`config.mk`:
```
export PLATFORM = sky130hd
export DESIGN_NAME = scp_top
export DESIGN_NICKNAME = d
export VERILOG_FILES = /design/src/pkg/scp_pkg.sv /design/src/scp_top.sv
export VERILOG_INCLUDE_DIRS = /design/src /design/src/pkg
export SDC_FILE = /design/constraint.sdc
export NUM_CORES = 1
export LEC_CHECK = 0
export BUFFER_PORTS_ARGS = -buffer_cell sky130_fd_sc_hd__buf_2
export CORE_UTILIZATION = 53
export CTS_CLUSTER_DIAMETER = 50
export CTS_CLUSTER_SIZE = 20
export DETAILED_ROUTE_END_ITERATION = 6
export GPL_ROUTABILITY_DRIVEN = 0
export GPL_TIMING_DRIVEN = 0
export HOLD_SLACK_MARGIN = 0.05
export PLACE_DENSITY = 0.84
export SETUP_SLACK_MARGIN = 0.3
export SLEW_MARGIN = 10
export SYNTH_ARGS = -nofsm -noshare
export SYNTH_HDL_FRONTEND = slang
export SYNTH_SLANG_ARGS = --single-unit
```
`constraint.sdc`:
```
create_clock -name clk_i -period 2.1 [get_ports clk_i]
set_input_delay 0.42 -clock clk_i [delete_from_list [all_inputs] [get_ports clk_i]]
set_output_delay 0.42 -clock clk_i [all_outputs]
set_load 0.05 [all_outputs]
```
`src/pkg/scp_consts.svh`:
```
// Constants of the scan chain and test port control block.
// Assumes inclusion by bare name from the package and the design.
`ifndef SCP_CONSTS_SVH
`define SCP_CONSTS_SVH

// ------------------------------------------------------------------
// Chain geometry
// ------------------------------------------------------------------
`define SCP_PINS        21
`define SCP_CHAIN       63
`define SCP_CELLS       3
`define SCP_OFS_DATA    2
`define SCP_OFS_CTRL    1
`define SCP_OFS_PULL    0
`define SCP_NSYNC       28

// ------------------------------------------------------------------
// Register indices, byte address is four times the index
// ------------------------------------------------------------------
`define SCP_ADR_MSB     9
`define SCP_ADR_LSB     2
`define SCP_IDX_CTRL    8'h35
`define SCP_IDX_STAT    8'h34
`define SCP_IDX_IRQ     8'h36
`define SCP_IDX_MASK    8'h37

// ------------------------------------------------------------------
// Fields and reset values
// ------------------------------------------------------------------
`define SCP_BIT_TPD     7
`define SCP_BIT_TRF     4
`define SCP_CTRL_RWMSK  8'h13
`define SCP_CTRL_RST    8'h00
`define SCP_STAT_RST    8'h00
`define SCP_IRQ_RST     3'h0
`define SCP_NIRQ        3
`define SCP_IRQ_TPD     0
`define SCP_IRQ_TRF     1
`define SCP_IRQ_UPD     2
`define SCP_WIN_NS      20
`define SCP_CLK_NS      5
`define SCP_WIN_CYC     (`SCP_WIN_NS / `SCP_CLK_NS)
`define SCP_WIN_W       3

`endif

```
`src/pkg/scp_pkg.sv`:
```
// Types shared by the scan chain and test port control block.
// Assumes the constants header is on the include path.
`include "scp_consts.svh"

package scp_pkg;

    // One bit per port pin for each kind of boundary cell.
    typedef struct packed {
        logic [`SCP_PINS-1:0] data;
        logic [`SCP_PINS-1:0] dir;
        logic [`SCP_PINS-1:0] pull;
    } scp_port_type;

    typedef logic [`SCP_CHAIN-1:0] scp_chain_type;

endpackage

```
`src/scp_top.sv`:
```
// Boundary-scan chain low end plus test port control and status registers.
// Assumes an external tap controller supplies capture, shift, update and
// reset-register levels that change with the test clock; a classic
// Wishbone master reaches the registers.
//
// Local design decision: the Wishbone interface to the registers.
`timescale 1ns/10ps
`include "scp_consts.svh"

module scp_top (
    input  wire logic                 clk_i,
    input  wire logic                 rst_i,
    input  wire logic [9:0]           wb_adr_i,
    input  wire logic [31:0]          wb_dat_i,
    input  wire logic [3:0]           wb_sel_i,
    input  wire logic                 wb_we_i,
    input  wire logic                 wb_cyc_i,
    input  wire logic                 wb_stb_i,
    output logic      [31:0]          wb_dat_o,
    output logic                      wb_ack_o,
    output logic                      irq_o,
    input  wire logic                 tck_i,
    input  wire logic                 tdi_i,
    output logic                      tdo_o,
    output logic                      tdo_oe_o,
    input  wire logic                 scan_capture_i,
    input  wire logic                 scan_shift_i,
    input  wire logic                 scan_update_i,
    input  wire logic                 scan_extest_i,
    input  wire logic                 scan_reset_instruction_i,
    input  wire logic                 test_port_fuse_enable_i,
    input  wire logic [20:0]          pin_in_i,
    input  wire scp_pkg::scp_port_type core_i,
    output scp_pkg::scp_port_type     pin_o,
    output logic                      test_port_enable_o,
    output logic [7:0]                mcu_general_control_o
);
    import scp_pkg::*;

    // --------------------------------------------------------------
    // Input synchronisers
    // --------------------------------------------------------------
    logic [`SCP_NSYNC-1:0] sync1_q;
    logic [`SCP_NSYNC-1:0] sync2_q;
    logic                  tck_d1_q;

    always_ff @(posedge clk_i) begin
        if (rst_i) begin
            sync1_q  <= '0;
            sync2_q  <= '0;
            tck_d1_q <= 1'b0;
        end else begin
            sync1_q  <= {pin_in_i, tck_i, tdi_i, scan_capture_i,
                         scan_shift_i, scan_update_i, scan_extest_i,
                         scan_reset_instruction_i};
            sync2_q  <= sync1_q;
            tck_d1_q <= sync2_q[6];
        end
    end

    logic [`SCP_PINS-1:0] pin_s;
    logic                 tck_s;
    logic                 tdi_s;
    logic                 cap_s;
    logic                 shf_s;
    logic                 upd_s;
    logic                 ext_s;
    logic                 rsti_s;
    logic                 tck_rise;
    logic                 tck_fall;

    assign pin_s    = sync2_q[`SCP_NSYNC-1:7];
    assign tck_s    = sync2_q[6];
    assign tdi_s    = sync2_q[5];
    assign cap_s    = sync2_q[4];
    assign shf_s    = sync2_q[3];
    assign upd_s    = sync2_q[2];
    assign ext_s    = sync2_q[1];
    assign rsti_s   = sync2_q[0];
    assign tck_rise = tck_s & ~tck_d1_q;
    assign tck_fall = ~tck_s & tck_d1_q;

    // The fuse is a strap: it is caught after reset release, never by
    // the reset itself, and resampled each cycle through two stages.
    logic fuse1_q;
    logic fuse2_q;

    always_ff @(posedge clk_i) begin
        if (rst_i) begin
            fuse1_q <= 1'b0;
            fuse2_q <= 1'b0;
        end else begin
            fuse1_q <= test_port_fuse_enable_i;
            fuse2_q <= fuse1_q;
        end
    end

    // --------------------------------------------------------------
    // Registers and the port enable
    // --------------------------------------------------------------
    logic [7:0]               ctrl_q;
    logic                     trf_q;
    logic [`SCP_NIRQ-1:0]     ist_q;
    logic [`SCP_NIRQ-1:0]     imask_q;
    logic                     port_en_q;

    always_ff @(posedge clk_i) begin
        if (rst_i) begin
            port_en_q <= 1'b0;
        end else begin
            port_en_q <= fuse2_q & ~ctrl_q[`SCP_BIT_TPD];
        end
    end

    // --------------------------------------------------------------
    // Boundary-scan chain
    // --------------------------------------------------------------
    scp_chain_type chain_q;
    scp_chain_type cap_val;
    scp_port_type  upd_q;
    logic          upd_done;

    genvar g;
    generate
        for (g = 0; g < `SCP_PINS; g = g + 1) begin : g_cell
            assign cap_val[`SCP_CELLS*g+`SCP_OFS_DATA] = pin_s[g];
            assign cap_val[`SCP_CELLS*g+`SCP_OFS_CTRL] = core_i.dir[g];
            assign cap_val[`SCP_CELLS*g+`SCP_OFS_PULL] = core_i.pull[g];

            always_ff @(posedge clk_i) begin
                if (rst_i) begin
                    upd_q.data[g] <= 1'b0;
                    upd_q.dir[g]  <= 1'b0;
                    upd_q.pull[g] <= 1'b0;
                end else if (port_en_q && tck_fall && upd_s) begin
                    upd_q.data[g] <= chain_q[`SCP_CELLS*g+`SCP_OFS_DATA];
                    upd_q.dir[g]  <= chain_q[`SCP_CELLS*g+`SCP_OFS_CTRL];
                    upd_q.pull[g] <= chain_q[`SCP_CELLS*g+`SCP_OFS_PULL];
                end
            end
        end
    endgenerate

    assign upd_done = port_en_q & tck_fall & upd_s;

    // Capture and shift on the rising test clock edge.
    always_ff @(posedge clk_i) begin
        if (rst_i) begin
            chain_q <= '0;
        end else if (port_en_q && tck_rise) begin
            if (cap_s) begin
                chain_q <= cap_val;
            end else if (shf_s) begin
                chain_q <= {tdi_s, chain_q[`SCP_CHAIN-1:1]};
            end
        end
    end

    // Test data out changes on the falling edge, as the standard asks.
    always_ff @(posedge clk_i) begin
        if (rst_i) begin
            tdo_o    <= 1'b0;
            tdo_oe_o <= 1'b0;
        end else begin
            if (tck_fall) begin
                tdo_o <= chain_q[0];
            end
            if (!port_en_q) begin
                tdo_oe_o <= 1'b0;
            end else if (tck_fall) begin
                tdo_oe_o <= shf_s;
            end
        end
    end

    // Pins follow the update cells in external test with the port enabled, else the core.
    always_ff @(posedge clk_i) begin
        if (rst_i) begin
            pin_o <= '0;
        end else if (ext_s && port_en_q) begin
            pin_o <= upd_q;
        end else begin
            pin_o <= core_i;
        end
    end

    // --------------------------------------------------------------
    // Wishbone slave
    // --------------------------------------------------------------
    logic       req;
    logic       acc;
    logic       wr;
    logic       rd;
    logic [7:0] idx;
    logic [7:0] rdata;

    assign req = wb_cyc_i & wb_stb_i;
    assign acc = req & wb_ack_o;
    assign wr  = acc & wb_we_i & wb_sel_i[0];
    assign rd  = acc & ~wb_we_i;
    assign idx = wb_adr_i[`SCP_ADR_MSB:`SCP_ADR_LSB];

    // Unmapped indices answer with zero and ignore writes.
    always_comb begin
        rdata = 8'h00;
        case (idx)
            `SCP_IDX_CTRL: rdata = ctrl_q;
            `SCP_IDX_STAT: rdata[`SCP_BIT_TRF] = trf_q;
            `SCP_IDX_IRQ:  rdata[`SCP_NIRQ-1:0] = ist_q;
            `SCP_IDX_MASK: rdata[`SCP_NIRQ-1:0] = imask_q;
            default:       rdata = 8'h00;
        endcase
    end

    always_ff @(posedge clk_i) begin
        if (rst_i) begin
            wb_ack_o <= 1'b0;
            wb_dat_o <= '0;
        end else begin
            wb_ack_o <= req & ~wb_ack_o;
            wb_dat_o <= {24'h000000, rdata};
        end
    end

    // --------------------------------------------------------------
    // Timed write of the disable bit
    // --------------------------------------------------------------
    logic                  wr_ctrl;
    logic                  wr_val;
    logic                  pend_q;
    logic [`SCP_WIN_W-1:0] win_q;
    logic                  tpd_commit;

    assign wr_ctrl    = wr & (idx == `SCP_IDX_CTRL);
    assign wr_val     = wb_dat_i[`SCP_BIT_TPD];
    assign tpd_commit = wr_ctrl & (win_q != '0) & (pend_q == wr_val);

    always_ff @(posedge clk_i) begin
        if (rst_i) begin
            win_q  <= '0;
            pend_q <= 1'b0;
        end else if (wr_ctrl && !tpd_commit) begin
            win_q  <= `SCP_WIN_W'(`SCP_WIN_CYC);
            pend_q <= wr_val;
        end else if (tpd_commit) begin
            win_q  <= '0;
        end else if (win_q != '0) begin
            win_q  <= win_q - `SCP_WIN_W'(1);
        end
    end

    always_ff @(posedge clk_i) begin
        if (rst_i) begin
            ctrl_q <= `SCP_CTRL_RST;
        end else begin
            if (wr_ctrl) begin
                ctrl_q <= (ctrl_q & ~`SCP_CTRL_RWMSK)
                        | (wb_dat_i[7:0] & `SCP_CTRL_RWMSK);
            end
            if (tpd_commit) begin
                ctrl_q[`SCP_BIT_TPD] <= wr_val;
            end
        end
    end

    // --------------------------------------------------------------
    // Reset source flag
    // --------------------------------------------------------------
    logic trf_set;

    assign trf_set = rsti_s & fuse2_q;

    always_ff @(posedge clk_i) begin
        if (rst_i) begin
            trf_q <= 1'b0;
        end else if (trf_set) begin
            trf_q <= 1'b1;
        end else if (wr && idx == `SCP_IDX_STAT
                     && !wb_dat_i[`SCP_BIT_TRF]) begin
            trf_q <= 1'b0;
        end
    end

    // --------------------------------------------------------------
    // Interrupts
    // --------------------------------------------------------------
    logic [`SCP_NIRQ-1:0] ev;

    assign ev[`SCP_IRQ_TPD] = tpd_commit;
    assign ev[`SCP_IRQ_TRF] = trf_set & ~trf_q;
    assign ev[`SCP_IRQ_UPD] = upd_done;

    // The clearing read drops only the bits that it returned, so an event
    // that lands while the read is in flight is not lost.
    always_ff @(posedge clk_i) begin
        if (rst_i) begin
            ist_q <= `SCP_IRQ_RST;
        end else if (rd && idx == `SCP_IDX_IRQ) begin
            ist_q <= (ist_q & ~wb_dat_o[`SCP_NIRQ-1:0]) | ev;
        end else begin
            ist_q <= ist_q | ev;
        end
    end

    always_ff @(posedge clk_i) begin
        if (rst_i) begin
            imask_q <= `SCP_IRQ_RST;
        end else if (wr && idx == `SCP_IDX_MASK) begin
            imask_q <= wb_dat_i[`SCP_NIRQ-1:0];
        end
    end

    always_ff @(posedge clk_i) begin
        if (rst_i) begin
            irq_o                 <= 1'b0;
            test_port_enable_o    <= 1'b0;
            mcu_general_control_o <= `SCP_CTRL_RST;
        end else begin
            irq_o                 <= |(ist_q & imask_q);
            test_port_enable_o    <= port_en_q;
            mcu_general_control_o <= ctrl_q;
        end
    end

endmodule

```
==> impl_metrics.yaml <==
synth:
  ys_types: 40
  synth_top_area_share: 0.5506
  netlist_area_um2: 10110
  synthArstFlopShare: 0
  synthXorXnorAreaFrac: 0.001733
  synthCells: 1114
  ys_ff_latch: 278
  syn_area_per_cell_um2: 9.074
  ys.flop_type: "dfxtp_1"
  synth_compound_area_frac: 0.1201
  synth_edf_count: 0
  synth-warning-count: 0
  yosys-top-cells-area: "dfxtp_1 55%, nand2_1 9.6%, mux2i_1 7.3%"
  synth-simple-area-share: 0.1936
  synth_adder_area_share: 0.002476
  yosysSeqAreaShare: 0.5506
  synth_mux_area_frac: 0.07550
  synth_top_family_by_area: "simple AND/OR/NAND/NOR gates"
  yosys.area.top_type: "dfxtp_1"
critical_path:
  timing.rr.start: "wb_ack_o$_SDFF_PP0_"
  critPathMaxFanout: 5
  crit_path_end_kind: "flip-flop"
  startpoint_type: "flip-flop"
  cp.arrival_ps: 2070
  r2r-end: "ist_q[0]$_SDFF_PP0_"
  critPathRequiredTime_ps: 2480
  r2r_cells: 4
  path_class: "flip-flop to flip-flop"
  ff2ff_setup_slack_ps: 400
worst_hold_path:
  hold_end: "sync1_q[11]$_SDFF_PP0_"
  hp-class: "primary input to flip-flop"
  min_from: "pin_in_i[4]"
  holdPathStages: 2
routing:
  drtAntennaViolNets: 0
  drc: 0
  vias: 8365
  drt-total-wl_um: 25220
  drtPass1Iterations: 7
  vias_per_cell: 5.196
  avgRoutedWirePerCell_um: 15.67
  drt_iter0_drc: 712
clock_tree:
  cts-htree-levels: 1
  clockRootBuffer: "clkbuf_16"
  clk_latency_ps: 520
  cts_buffer_depth: 3
  clock_sinks: 278
  hold_buffers: 0
  cts_made_buffers: 23
  clkTransAtPathRegs_ps: 80
  cts_tree: "done"
layout:
  final_cells: 1610
  finalInstanceArea_um2: 12300
  final_layout_size_suffix_gt1_frac: 0.2234
  finalNetCount: 1502
  area_delta_synth_final_pct: 21.67
  final_cell_mix: "276 x dfxtp_1, 258 x nand2_1, 208 x buf_2"
  mostFrequentLayoutCell: "dfxtp_1"
sta:
  rsz0062_at_grt: "false"
  setup_tns_ps: 0
  fin_ws_ps: 400.6
  finalCriticalPeriod_ps: 1699
  drv_slew: 0
  finalSetupViolCount: 0
  relSlewSlack: 0.5064
  fmax_ghz: 0.5884
  tightestPinTransition_ps: 740.5
  fin_crit_sh: 0.8092
  finalHoldViolations: 0
  finClkSkew_ps: 12.27
global_routing:
  grt_pass1_vias: 7720
  grt_overflow: 0
  grt_pass1_wl_um: 39320
  grt_max_degree: 21
  grt_antenna_before_repair: 2
  grtUsageTotal: 0.2536
power:
  peakVddDrop_uv: 568.7
  cellLeakagePower_uw: 0.004944
  pwr_density_cell_nw_per_um2: 892.0
  total_power_uw: 10970
floorplanning:
  core_area_um2: 18710
  die-area_um2: 19630
  rows: 50
  die_y_um: 140.1
  die_x_um: 140.1
  boundaryPins: 251
  start_util: 0.5404
placement:
  pre_cts_slack_ps: -37.90
  post-place-cells: 1564
  dpl.hpwl_um: 17770
  placed_area_um2: 11450
  io_buffers: 186
run:
  drv_cap: 0
outcome:
  status: "complete, no violations"
==> metrics by stage <==
step	hold WS, ps	util
final	107.0	0.6575
after global routing	107.5	0.6574
after CTS	101.8	0.6554
after detailed placement	423.4	0.6119
after global placement	419.1	0.6119
after floorplan	413.8	-
==> synthesized netlist by cell type (all sizes together) (3+ instances only) <==
cell / count
dfxtp: 278
nor2b: 70
nor4: 3
clkbuf: 51
nand2: 258
nor2: 78
nand3: 5
mux2i: 74
a21oi: 128
a211oi: 64
nand2b: 8
buf: 58
nor3: 7
==> registers in the layout, indices dropped and copies added, names as in the netlist, 4 cells and up <==
register,count
wb_dat_o,5
chain_q,63
ctrl_q,4
mcu_general_control_o,4
pin_o,63
sync2_q,28
upd_q,63
sync1_q,28
==> where the power goes <==
group | internal (µW) | total (µW) | switching, µW
logic | 345 | 1080 | 739
registers | 5420 | 5470 | 51.4
clock network | 2290 | 4420 | 2130
==> repair_timing <==
| action | 4_1_cts | 5_1_grt |
|---|---|---|
| endpoints found under the setup margin | 127 | 166 |
| buffers inserted | 2 | 0 |
| gates resized for setup | 4 | 19 |
| endpoints found under the hold margin | 0 | 0 |
| pin swaps | 1 | 1 |
| cloned | 0 | 0 |
==> critical path, cell delays in order (launching register included) <==
cell and delay, ps:
dfxtp_2 360, nand3_1 210, or4b_2 680, o21ai_0 230, a21oi_1 90
==> worst max path at each step <==
stage	cells past startpoint	start	end
5_1_grt	7	sync2_q[4]$_SDFF_PP0_	chain_q[56]$_SDFFE_PP0P_
2_1_floorplan	4	wb_ack_o$_SDFF_PP0_	ist_q[0]$_SDFF_PP0_
6_report	4	wb_ack_o$_SDFF_PP0_	ist_q[0]$_SDFF_PP0_
4_1_cts	5	tck_d1_q$_SDFF_PP0_	upd_q[25]$_SDFFE_PP0P_
3_3_place_gp	6	sync2_q[4]$_SDFF_PP0_	chain_q[9]$_SDFFE_PP0P_
3_5_place_dp	4	rst_i	pin_o[43]$_SDFF_PP0_
==> area by class of cell <==
cell class	instances	area, µm²
Fill cell	1506	6406
Sequential cell	278	5568
Multi-Input combinational cell	755	4125
Timing Repair Buffer	188	945.9
Clock buffer	25	593.1
Buffer	109	570.5
Tap cell	234	292.8
Clock inverter	17	191.4
Inverter	2	7.507
Antenna cell	2	5.005
==> cell families (layout without fill, tap and decap cells) <==
kind of cell,count (synthesis),count (layout)
simple gates,440,440
buf+inv,111,341
flops,278,278
other cells,1,33
compound gates,204,204
fa+ha+maj,2,2
xor+xnor,2,2
mux,76,76
==> routing by layer <==
metal  wire [µm]  global-route usage  vias up
li1            -                   -     4133
met1       10800              0.3336     3841
met2       11670              0.4139      330
met3        1873             0.04274       61
met4         875              0.1053        0
met5           0                   0        -
Power figures use the tool's default switching activity.
